==> config.mk <==
export PLATFORM = sky130hd
export DESIGN_NAME = breaker_fail_delay
export DESIGN_NICKNAME = d
export VERILOG_FILES = /design/src/rtl/bfail_pkg.sv /design/src/rtl/breaker_fail_delay.sv
export SDC_FILE = /design/constraint.sdc
export NUM_CORES = 2
export LEC_CHECK = 0
export ABC_AREA = 1
export BUFFER_PORTS_ARGS = -buffer_cell sky130_fd_sc_hd__buf_2
export CAP_MARGIN = 40
export CORE_MARGIN = 4
export CORE_UTILIZATION = 60
export CTS_CLUSTER_SIZE = 8
export DETAILED_ROUTE_END_ITERATION = 7
export PLACE_DENSITY = 0.76
export SKIP_CTS_REPAIR_TIMING = 1
export SLEW_MARGIN = 15
export SYNTH_ARGS = -nofsm -noshare
export SYNTH_HDL_FRONTEND = slang
export SYNTH_SLANG_ARGS = --single-unit
==> constraint.sdc <==
create_clock -name clk -period 15.4 [get_ports clk]
set_clock_uncertainty 0.1 [all_clocks]
set_input_delay 0.77 -clock clk [delete_from_list [all_inputs] [get_ports clk]]
set_output_delay 0.77 -clock clk [all_outputs]
set_load 0.01 [all_outputs]
==> src/rtl/bfail_pkg.sv <==
// package of constants and carriers for the breaker failure delay logic
package bfail_pkg;
   // =====================================================
   // criteria and timing
   // =====================================================
   typedef enum logic [1:0] {
      CRIT_CURRENT = 2'h0,
      CRIT_CUR_AND_OUT = 2'h1,
      CRIT_CUR_OR_OUT = 2'h2,
      CRIT_INPUT = 2'h3
   } criterion_t;

   // state: normal -> start -> failed along gray path, blocked off it
   typedef enum logic [1:0] {
      ST_NORMAL = 2'h0,
      ST_START = 2'h1,
      ST_FAILED = 2'h3,
      ST_BLOCKED = 2'h2
   } bf_state_t;

   localparam real TICK_NS = 100.0;
   localparam real STEP_S = 0.005;
   localparam real DEFAULT_FAIL_S = 0.200;
   localparam real DEFAULT_RETRIP_S = 0.100;
   localparam int DELAY_W = 20;
   localparam logic [DELAY_W-1:0] DEFAULT_FAIL_STEPS = DELAY_W'(int'(DEFAULT_FAIL_S / STEP_S));
   localparam logic [DELAY_W-1:0] DEFAULT_RETRIP_STEPS =
      DELAY_W'(int'(DEFAULT_RETRIP_S / STEP_S));
   localparam int STEP_CYCLES = int'(STEP_S * 1.0E9 / TICK_NS);
   localparam int CUR_W = 16;
   localparam int TS_W = 48;
   localparam int CNT_W = 16;
   localparam int LOG_DEPTH = 12;
   localparam int LOG_AW = 4;
   localparam logic [LOG_AW-1:0] LOG_LAST = LOG_AW'(LOG_DEPTH - 1);
   localparam int NUM_EV = 8;
   localparam int GROUP_W = 3;

   // event indices
   localparam int EV_START = 0;
   localparam int EV_RETRIP = 1;
   localparam int EV_FAIL = 2;
   localparam int EV_BLOCK = 3;
   localparam int EV_OUTMON = 4;
   localparam int EV_SIGNAL = 5;
   localparam int EV_PHASE = 6;
   localparam int EV_RES = 7;

   // register bus map
   localparam int ADDR_W = 8;
   localparam logic [ADDR_W-1:0] REG_CTRL = 8'h00;
   localparam logic [ADDR_W-1:0] REG_FAIL_DELAY = 8'h04;
   localparam logic [ADDR_W-1:0] REG_RETRIP_DELAY = 8'h08;
   localparam logic [ADDR_W-1:0] REG_PHASE_LVL = 8'h0C;
   localparam logic [ADDR_W-1:0] REG_RES_LVL = 8'h10;
   localparam logic [ADDR_W-1:0] REG_EV_ON_SEL = 8'h14;
   localparam logic [ADDR_W-1:0] REG_EV_OFF_SEL = 8'h18;
   localparam logic [ADDR_W-1:0] REG_STATUS = 8'h1C;
   localparam logic [ADDR_W-1:0] REG_CNT_RETRIP = 8'h20;
   localparam logic [ADDR_W-1:0] REG_CNT_FAIL = 8'h24;
   localparam logic [ADDR_W-1:0] REG_CNT_START = 8'h28;
   localparam logic [ADDR_W-1:0] REG_CNT_BLOCK = 8'h2C;
   localparam logic [ADDR_W-1:0] REG_LOG_SEL = 8'h30;
   localparam logic [ADDR_W-1:0] REG_LOG_BASE = 8'h40;
   // ctrl fields
   localparam int CTRL_CRIT_LSB = 0;
   localparam int CTRL_RETRIP_EN = 2;
   localparam int CTRL_CNT_CLR = 3;
   localparam logic [31:0] CTRL_RESET = 32'h0000_0004;
   localparam logic [NUM_EV-1:0] EV_SEL_RESET = 8'hFF;

   // =====================================================
   // carriers
   // =====================================================
   typedef struct packed {
      logic [CUR_W-1:0] phase_max;
      logic [CUR_W-1:0] residual;
      logic primary_trip;
      logic ext_trip;
      logic block;
      logic [GROUP_W-1:0] group;
   } meas_t;

   typedef struct packed {
      logic [TS_W-1:0] stamp;
      logic [2:0] event_id;
      logic [CUR_W-1:0] phase_max;
      logic [CUR_W-1:0] residual;
      logic [DELAY_W-1:0] retrip_left;
      logic [DELAY_W-1:0] fail_left;
      logic [GROUP_W-1:0] group;
   } log_rec_t;

   typedef struct packed {
      logic valid;
      logic on;
      logic [2:0] event_id;
      logic [TS_W-1:0] stamp;
   } event_msg_t;
endpackage

==> src/rtl/breaker_fail_delay.sv <==
// breaker failure delay logic with events, counters and record log
//
// Implementation choices: strobed register access and the register addresses.
`timescale 1ns/1ps
`default_nettype none
module breaker_fail_delay (
   input wire logic clk,
   input wire logic rst_b,
   input wire bfail_pkg::meas_t meas,
   input wire logic [bfail_pkg::TS_W-1:0] time_stamp,
   input wire logic [bfail_pkg::ADDR_W-1:0] addr,
   input wire logic [31:0] wdata,
   input wire logic wr,
   input wire logic rd,
   output logic [31:0] rdata,
   output logic breaker_fail_output,
   output logic retrip_output,
   output logic start_output,
   output logic blocked_output,
   output bfail_pkg::event_msg_t event_msg
);
   // =====================================================
   // state
   // =====================================================
   typedef struct packed {
      bfail_pkg::bf_state_t st;
      logic [31:0] ctrl;
      logic [bfail_pkg::DELAY_W-1:0] fail_delay;
      logic [bfail_pkg::DELAY_W-1:0] retrip_delay;
      logic [bfail_pkg::CUR_W-1:0] phase_lvl;
      logic [bfail_pkg::CUR_W-1:0] res_lvl;
      logic [bfail_pkg::NUM_EV-1:0] on_sel;
      logic [bfail_pkg::NUM_EV-1:0] off_sel;
      logic [15:0] tick;
      logic [bfail_pkg::DELAY_W-1:0] elapsed;
      logic retrip;
      logic [bfail_pkg::NUM_EV-1:0] ev_level;
      logic [bfail_pkg::NUM_EV-1:0] ev_pend_on;
      logic [bfail_pkg::NUM_EV-1:0] ev_pend_off;
      logic [bfail_pkg::CNT_W-1:0] cnt_retrip;
      logic [bfail_pkg::CNT_W-1:0] cnt_fail;
      logic [bfail_pkg::CNT_W-1:0] cnt_start;
      logic [bfail_pkg::CNT_W-1:0] cnt_block;
      logic [bfail_pkg::LOG_AW-1:0] wr_ptr;
      logic [bfail_pkg::LOG_AW-1:0] log_sel;
      bfail_pkg::event_msg_t msg;
      logic [31:0] rdata;
   } state_t;

   state_t s;
   state_t next_s;
   bfail_pkg::log_rec_t log_mem [bfail_pkg::LOG_DEPTH];
   bfail_pkg::log_rec_t next_rec;
   logic log_we;

   // =====================================================
   // pick-up decode
   // =====================================================
   logic phase_over;
   logic res_over;
   logic cur_over;
   logic pickup;
   logic timing;
   logic tick_hit;
   logic [bfail_pkg::NUM_EV-1:0] ev_now;
   logic [bfail_pkg::NUM_EV-1:0] ev_rise;
   logic [bfail_pkg::NUM_EV-1:0] ev_fall;
   logic [bfail_pkg::NUM_EV-1:0] ev_fire_on;
   logic [bfail_pkg::NUM_EV-1:0] ev_fire_off;
   logic [bfail_pkg::NUM_EV-1:0] ev_clr_on;
   logic [bfail_pkg::NUM_EV-1:0] ev_clr_off;
   logic [2:0] ev_pick;
   logic ev_pick_on;
   logic ev_found;
   bfail_pkg::log_rec_t rd_rec;
   logic [bfail_pkg::DELAY_W-1:0] retrip_left;
   logic [bfail_pkg::DELAY_W-1:0] fail_left;

   assign phase_over = meas.phase_max > s.phase_lvl;
   assign res_over = meas.residual > s.res_lvl;
   assign cur_over = phase_over | res_over;
   assign tick_hit = s.tick == 16'(bfail_pkg::STEP_CYCLES - 1);
   // out-of-range record selections read as zero
   assign rd_rec = (s.log_sel > bfail_pkg::LOG_LAST) ? '0 : log_mem[s.log_sel];
   assign retrip_left = (s.elapsed < s.retrip_delay) ? s.retrip_delay - s.elapsed : '0;
   assign fail_left = (s.elapsed < s.fail_delay) ? s.fail_delay - s.elapsed : '0;

   always_comb begin
      pickup = 1'b0;
      timing = 1'b0;
      case (bfail_pkg::criterion_t'(s.ctrl[bfail_pkg::CTRL_CRIT_LSB +: 2]))
         bfail_pkg::CRIT_CURRENT: begin
            pickup = cur_over;
            timing = cur_over;
         end
         bfail_pkg::CRIT_CUR_AND_OUT: begin
            pickup = cur_over;
            timing = cur_over & meas.primary_trip;
         end
         bfail_pkg::CRIT_CUR_OR_OUT: begin
            pickup = cur_over | meas.primary_trip;
            timing = pickup;
         end
         bfail_pkg::CRIT_INPUT: begin
            pickup = meas.ext_trip;
            timing = meas.ext_trip;
         end
         default: begin
            pickup = 1'b0;
            timing = 1'b0;
         end
      endcase
   end

   // =====================================================
   // event edges, one per event
   // =====================================================
   assign ev_now[bfail_pkg::EV_START] = s.st == bfail_pkg::ST_START
      || s.st == bfail_pkg::ST_FAILED;
   assign ev_now[bfail_pkg::EV_RETRIP] = s.retrip;
   assign ev_now[bfail_pkg::EV_FAIL] = s.st == bfail_pkg::ST_FAILED;
   assign ev_now[bfail_pkg::EV_BLOCK] = s.st == bfail_pkg::ST_BLOCKED;
   assign ev_now[bfail_pkg::EV_OUTMON] = meas.primary_trip;
   assign ev_now[bfail_pkg::EV_SIGNAL] = meas.ext_trip;
   assign ev_now[bfail_pkg::EV_PHASE] = phase_over;
   assign ev_now[bfail_pkg::EV_RES] = res_over;

   genvar gi;
   generate
      for (gi = 0; gi < bfail_pkg::NUM_EV; gi++) begin : g_ev
         assign ev_rise[gi] = ev_now[gi] & ~s.ev_level[gi];
         assign ev_fall[gi] = ~ev_now[gi] & s.ev_level[gi];
         assign ev_fire_on[gi] = ev_rise[gi] & s.on_sel[gi];
         assign ev_fire_off[gi] = ev_fall[gi] & s.off_sel[gi];
      end
   endgenerate

   always_comb begin
      ev_pick = '0;
      ev_pick_on = 1'b0;
      ev_found = 1'b0;
      ev_clr_on = '0;
      ev_clr_off = '0;
      for (int i = bfail_pkg::NUM_EV - 1; i >= 0; i--) begin
         if (s.ev_pend_on[i] || s.ev_pend_off[i]) begin
            ev_pick = 3'(i);
            ev_found = 1'b1;
            // both pending: the edge away from the present level came first
            ev_pick_on = s.ev_pend_on[i] && !(s.ev_pend_off[i] && s.ev_level[i]);
         end
      end
      if (ev_found) begin
         ev_clr_on[ev_pick] = ev_pick_on;
         ev_clr_off[ev_pick] = !ev_pick_on;
      end
   end

   // =====================================================
   // next state
   // =====================================================
   always_comb begin
      next_s = s;
      log_we = 1'b0;
      next_rec = '0;
      next_s.msg.valid = 1'b0;
      // read data stands for one cycle, zero otherwise
      next_s.rdata = '0;
      // program tick divider, free running from reset
      next_s.tick = tick_hit ? '0 : s.tick + 16'h0001;
      if (tick_hit) begin
         case (s.st)
            bfail_pkg::ST_NORMAL: begin
               if (pickup && meas.block) begin
                  next_s.st = bfail_pkg::ST_BLOCKED;
               end else if (pickup) begin
                  next_s.st = bfail_pkg::ST_START;
                  next_s.elapsed = '0;
               end
            end
            bfail_pkg::ST_START: begin
               // block or lost pick-up releases the start
               if (meas.block || !pickup) begin
                  next_s.st = meas.block ? bfail_pkg::ST_BLOCKED : bfail_pkg::ST_NORMAL;
                  next_s.elapsed = '0;
                  next_s.retrip = 1'b0;
               end else if (!timing) begin
                  next_s.elapsed = '0;
                  next_s.retrip = 1'b0;
               end else begin
                  next_s.elapsed = s.elapsed + 20'h00001;
                  if (s.ctrl[bfail_pkg::CTRL_RETRIP_EN]
                      && s.elapsed + 20'h00001 >= s.retrip_delay) begin
                     next_s.retrip = 1'b1;
                  end
                  if (s.elapsed + 20'h00001 >= s.fail_delay) begin
                     next_s.st = bfail_pkg::ST_FAILED;
                  end
               end
            end
            bfail_pkg::ST_FAILED: begin
               // failure drops with the timing condition or on block
               if (!timing || meas.block) begin
                  next_s.st = bfail_pkg::ST_NORMAL;
                  next_s.elapsed = '0;
                  next_s.retrip = 1'b0;
               end
            end
            bfail_pkg::ST_BLOCKED: begin
               // blocked until pick-up or block goes away
               if (!pickup || !meas.block) begin
                  next_s.st = bfail_pkg::ST_NORMAL;
               end
            end
            default: next_s.st = bfail_pkg::ST_NORMAL;
         endcase
      end
      next_s.ev_level = ev_now;
      // set wins over dispatch
      next_s.ev_pend_on = (s.ev_pend_on & ~ev_clr_on) | ev_fire_on;
      next_s.ev_pend_off = (s.ev_pend_off & ~ev_clr_off) | ev_fire_off;
      if (ev_found) begin
         next_s.msg.valid = 1'b1;
         next_s.msg.on = ev_pick_on;
         next_s.msg.event_id = ev_pick;
         next_s.msg.stamp = time_stamp;
      end
      // only ON messages enter the record log
      if (ev_found && ev_pick_on) begin
         log_we = 1'b1;
         next_rec.stamp = time_stamp;
         next_rec.event_id = ev_pick;
         next_rec.phase_max = meas.phase_max;
         next_rec.residual = meas.residual;
         next_rec.retrip_left = retrip_left;
         next_rec.fail_left = fail_left;
         next_rec.group = meas.group;
         next_s.wr_ptr = (s.wr_ptr == bfail_pkg::LOG_LAST) ? '0 : s.wr_ptr + 4'h1;
      end
      if (ev_rise[bfail_pkg::EV_RETRIP]) next_s.cnt_retrip = s.cnt_retrip + 16'h0001;
      if (ev_rise[bfail_pkg::EV_FAIL]) next_s.cnt_fail = s.cnt_fail + 16'h0001;
      if (ev_rise[bfail_pkg::EV_START]) next_s.cnt_start = s.cnt_start + 16'h0001;
      if (ev_rise[bfail_pkg::EV_BLOCK]) next_s.cnt_block = s.cnt_block + 16'h0001;
      if (wr) begin
         case (addr)
            bfail_pkg::REG_CTRL: begin
               // counter clear bit never reads back
               next_s.ctrl = wdata & ~(32'h1 << bfail_pkg::CTRL_CNT_CLR);
               if (wdata[bfail_pkg::CTRL_CNT_CLR]) begin
                  next_s.cnt_retrip = '0;
                  next_s.cnt_fail = '0;
                  next_s.cnt_start = '0;
                  next_s.cnt_block = '0;
               end
            end
            bfail_pkg::REG_FAIL_DELAY: next_s.fail_delay = wdata[bfail_pkg::DELAY_W-1:0];
            bfail_pkg::REG_RETRIP_DELAY: next_s.retrip_delay = wdata[bfail_pkg::DELAY_W-1:0];
            bfail_pkg::REG_PHASE_LVL: next_s.phase_lvl = wdata[bfail_pkg::CUR_W-1:0];
            bfail_pkg::REG_RES_LVL: next_s.res_lvl = wdata[bfail_pkg::CUR_W-1:0];
            bfail_pkg::REG_EV_ON_SEL: next_s.on_sel = wdata[bfail_pkg::NUM_EV-1:0];
            bfail_pkg::REG_EV_OFF_SEL: next_s.off_sel = wdata[bfail_pkg::NUM_EV-1:0];
            bfail_pkg::REG_LOG_SEL: next_s.log_sel = wdata[bfail_pkg::LOG_AW-1:0];
            default: next_s.ctrl = s.ctrl;
         endcase
      end
      if (rd) begin
         case (addr)
            bfail_pkg::REG_CTRL: next_s.rdata = s.ctrl;
            bfail_pkg::REG_FAIL_DELAY: next_s.rdata = 32'(s.fail_delay);
            bfail_pkg::REG_RETRIP_DELAY: next_s.rdata = 32'(s.retrip_delay);
            bfail_pkg::REG_PHASE_LVL: next_s.rdata = 32'(s.phase_lvl);
            bfail_pkg::REG_RES_LVL: next_s.rdata = 32'(s.res_lvl);
            bfail_pkg::REG_EV_ON_SEL: next_s.rdata = 32'(s.on_sel);
            bfail_pkg::REG_EV_OFF_SEL: next_s.rdata = 32'(s.off_sel);
            bfail_pkg::REG_STATUS: next_s.rdata = {5'h00, s.wr_ptr, fail_left, s.retrip, s.st};
            bfail_pkg::REG_CNT_RETRIP: next_s.rdata = 32'(s.cnt_retrip);
            bfail_pkg::REG_CNT_FAIL: next_s.rdata = 32'(s.cnt_fail);
            bfail_pkg::REG_CNT_START: next_s.rdata = 32'(s.cnt_start);
            bfail_pkg::REG_CNT_BLOCK: next_s.rdata = 32'(s.cnt_block);
            bfail_pkg::REG_LOG_SEL: next_s.rdata = 32'(s.log_sel);
            bfail_pkg::REG_LOG_BASE: next_s.rdata = rd_rec.stamp[31:0];
            bfail_pkg::REG_LOG_BASE + 8'h04: next_s.rdata = {16'h0000, rd_rec.stamp[47:32]};
            bfail_pkg::REG_LOG_BASE + 8'h08: next_s.rdata = {rd_rec.phase_max, rd_rec.residual};
            bfail_pkg::REG_LOG_BASE + 8'h0C: next_s.rdata = 32'(rd_rec.retrip_left);
            bfail_pkg::REG_LOG_BASE + 8'h10: next_s.rdata = 32'(rd_rec.fail_left);
            bfail_pkg::REG_LOG_BASE + 8'h14:
               next_s.rdata = {26'h0, rd_rec.group, rd_rec.event_id};
            default: next_s.rdata = '0;
         endcase
      end
   end

   // =====================================================
   // registers
   // =====================================================
   always_ff @(posedge clk or negedge rst_b) begin
      if (!rst_b) begin
         s <= '0;
         s.ctrl <= bfail_pkg::CTRL_RESET;
         s.fail_delay <= bfail_pkg::DEFAULT_FAIL_STEPS;
         s.retrip_delay <= bfail_pkg::DEFAULT_RETRIP_STEPS;
         s.on_sel <= bfail_pkg::EV_SEL_RESET;
         s.off_sel <= bfail_pkg::EV_SEL_RESET;
      end else begin
         s <= next_s;
      end
   end

   always_ff @(posedge clk) begin
      if (log_we) begin
         log_mem[s.wr_ptr] <= next_rec;
      end
   end

   assign rdata = s.rdata;
   assign breaker_fail_output = s.st == bfail_pkg::ST_FAILED;
   assign retrip_output = s.retrip;
   assign start_output = ev_now[bfail_pkg::EV_START];
   assign blocked_output = s.st == bfail_pkg::ST_BLOCKED;
   assign event_msg = s.msg;
endmodule // breaker_fail_delay
`default_nettype wire

==> impl_results.md <==
* Status: complete, but fails checks
* Failing checks: negative hold slack
* Internal Pwr Total at 0.0106 W
* Share of layout cells above drive strength 1 at 11.2%
* DP Wirelength at between 150 and 200 mm
* Post-synth top flop: edfxtp_1
* R2r endpoint: log_mem[4][29]$_DFFE_PP_
* Max Cap Viol at 0
* Routed Antenna Nets at 0
* Routability Congestion at 1.04
* Worst hold path type: primary input to register
* 1st-iter DRT viols at between 8000 and 9000
* CTS tree: built
* Die Height at ~370 microns
* Area contributors post-synth: edfxtp_1 57%, dfrtp_1 10%, o21ai_0 6.5%
* TritonCTS buffer count at approximately 280
* Syn nets at 7158
* VDD IR max at 0.000131 V
* Hold Violations, Final at 3
* PD cells at 166 nW/um^2
* Die width at 371 microns
* Minimum clock period at 5180 ps
* Cells after Synth at slightly below 7000
* R2R cell count at 16
* Synth cell count leaders: 1512 x edfxtp_1, 1109 x nor2_1, 1025 x o21ai_0
* Power share of the clock group at between 30% and 40%
* Fin nets at 7365
* H-tree depth at 5
* Min-Delay Endpoint: event_msg[30]$_DFFE_PN0P_
* Final wirelength at 249 mm
* Pwr Total at 0.0150 W
* Period utilization at 33.6%
* Worst Hold Margin at -8.92 ps
* First-pass GRT wire length at 365 mm
* Worst relative slew slack at about 28%
* Distinct cells, synth at 59
* Cell Area, Synth at between 70000 and 80000 sq um
* CTS max path bufs at 4
* # DRC at 0
* Max FO, Critical Path at 57
* Sw Pwr at 0.00441 W
* RSZ-0062 raised after global routing: no
* WL/cell at 27.7 microns
* Die area at 138000 sq um
* Hold path depth at 3
* Logic pwr share at 18.2%
* Remaining Overflow, GRT at 0
* Area leader, netlist: edfxtp_1
* Synth warnings at 0
* Vias in the first global route at around 56000
* Syn-to-layout area delta at 13.9%
* Initial Util at slightly above 60%
* Endpoints failing setup at 0
* Pleak at 33.7 nW
* Max Fclk at 193 MHz
* Syn_area_per_cell at approximately 11 sq um
* Pin count of the biggest net entering global routing at 186
* # clock sinks at 1851
* Most frequent cell after synthesis: edfxtp_1
* I/O Buffers at 218
* Hold Crit Start: time_stamp[30]
* Sw Share at 29.4%
* Clock transition at the registers of the reported paths at 50 ps
* Worst-skew pair later-pin latency at around 900 ps
* Vias per std cell at 6.52
* Final TNS setup at 0 ps
* Yosys top cell area share at 57.3%
* Via count at 58600
* Number of synthesized flops with an enable pin at 1512
* Asr flop ratio synth at a little under a fifth
* Cell row count at between 100 and 150
* Final Max Tran Viols at 0
* TritonRoute pass-1 iters at 7
* Sequential-to-total area share from yosys stat at 68.1%
* Initial antenna violation count at 15
* Sequential share of power at between 40% and 50%
* Kind of end point of the critical path: register
* Core Region at 131000 sq um
* CP Class: register to register
* CTS root buffer: clkbuf_16
* RR Startpoint: s[171]$_DFF_PN0_
* Required time worst endpoint at 15830 ps
* Register-to-Register Setup Slack at 10220 ps
* Crit path DAT at about 5600 ps
* Worst Max-Slew Pin Slew at 1080 ps
* Seq cells post-synth at around 1900
* Total track usage at 36.0%
* Startpoint Class: register
* I/O pin count at between 200 and 250
-- cell families after synthesis --
| group | count (synthesis) | synth area share (%) |
|---|---|---|
| and+or+nand+nor | 2245 | 11.6 |
| DFF | 1851 | 68.1 |
| adders and majority gates | 124 | 1.98 |
| muxes | 12 | 0.171 |
| xor gates and xnor gates | 80 | 0.885 |
| AOI/OAI and AO/OA | 1738 | 12.8 |
| buffers and inverters | 854 | 4.53 |
-- state kept, by name, indices dropped and copies added (netlist names) --
register / cells
rdata: 32
log_mem: 1512
retrip_output: 1
event_msg: 53
s: 253
-- critical path, stage by stage (launching register included) --
cell and delay, ps:
dfrtp_1 460, inv_1 60, o21ai_0 140, nand2_1 60
o21ai_0 180, o21ai_0 100, a21oi_1 140, a21oi_1 60
o21ai_0 290, nand2_4 430, buf_4 540, nor3_2 190
buf_4 560, buf_4 340, buf_16 310, buf_4 450
buf_12 280
-- metrics by stage --
stage | setup slack, ps | instance area [sq um] | cells | util [%]
5_1_grt | 9900 | 90100 | 8984 | 68.7
3_5_place_dp | 10220 | 82200 | 8565 | 62.6
6_report | 10220 | 90200 | 8993 | 68.7
3_3_place_gp | 9830 | 81400 | 8503 | 62.0
2_1_floorplan | 4540 | 79200 | 6904 | -
4_1_cts | 10190 | 89900 | 8966 | 68.5
-- worst max-delay path by stage --
stage,startpoint,to,slack [ps],cells past startpoint
2_1_floorplan,s[171]$_DFF_PN0_,log_mem[8][0]$_DFFE_PP_,4540,11
3_3_place_gp,s[171]$_DFF_PN0_,log_mem[4][125]$_DFFE_PP_,9830,14
3_5_place_dp,s[171]$_DFF_PN0_,log_mem[4][125]$_DFFE_PP_,10220,15
4_1_cts,s[171]$_DFF_PN0_,log_mem[4][29]$_DFFE_PP_,10190,15
5_1_grt,s[171]$_DFF_PN0_,log_mem[4][29]$_DFFE_PP_,9900,16
6_report,s[171]$_DFF_PN0_,log_mem[4][29]$_DFFE_PP_,10220,16
-- area by class of cell --
| cell class | instances | area, sq um |
|---|---|---|
| Tap cell | 1755 | 2200 |
| Multi-Input combinational cell | 4199 | 21900 |
| Timing Repair Buffer | 398 | 3080 |
| Clock inverter | 10 | 153 |
| Inverter | 380 | 1450 |
| Fill cell | 9010 | 41100 |
| Sequential cell | 1851 | 53900 |
| Clock buffer | 391 | 7490 |
| Antenna cell | 9 | 22.5 |
-- metal layers --
| metal | wire length, microns | vias to the layer above | GRT usage (%) |
|---|---|---|---|
| li1 | - | 25100 | - |
| met1 | 92100 | 28400 | 50.2 |
| met2 | 110000 | 4318 | 52.6 |
| met3 | 35000 | 718 | 10.8 |
| met4 | 11700 | 18 | 16.3 |
| met5 | 120 | - | 0 |
-- power groups by stage --
| stage | logic [W] | registers (W) | clock network (W) |
|---|---|---|---|
| after floorplan | 0.00146 | 0.00702 | 0 |
| after global placement | 0.00246 | 0.00692 | 0 |
| after detailed placement | 0.00261 | 0.00693 | 0 |
| after CTS | 0.00262 | 0.00685 | 0.00541 |
| after global routing | 0.00289 | 0.00690 | 0.00567 |
| final | 0.00272 | 0.00686 | 0.00540 |
-- cells in the final DEF (no fill, tap or decap), types with 15 or more instances in the layout --
cell	n
a21oi_1	139
a22o_1	27
buf_16	22
buf_2	232
buf_4	115
clkbuf_1	108
clkbuf_16	283
dfrtp_1	315
dfstp_2	21
edfxtp_1	1512
ha_1	122
inv_1	359
nand2_1	742
nand3_1	212
nand4_1	50
nor2_1	1098
nor2_2	15
nor3_1	51
o211ai_1	57
o21ai_0	1024
o221ai_1	169
o22ai_1	245
xnor2_1	23
xor2_1	57
No activity file was read; power rests on OpenSTA's default activity.
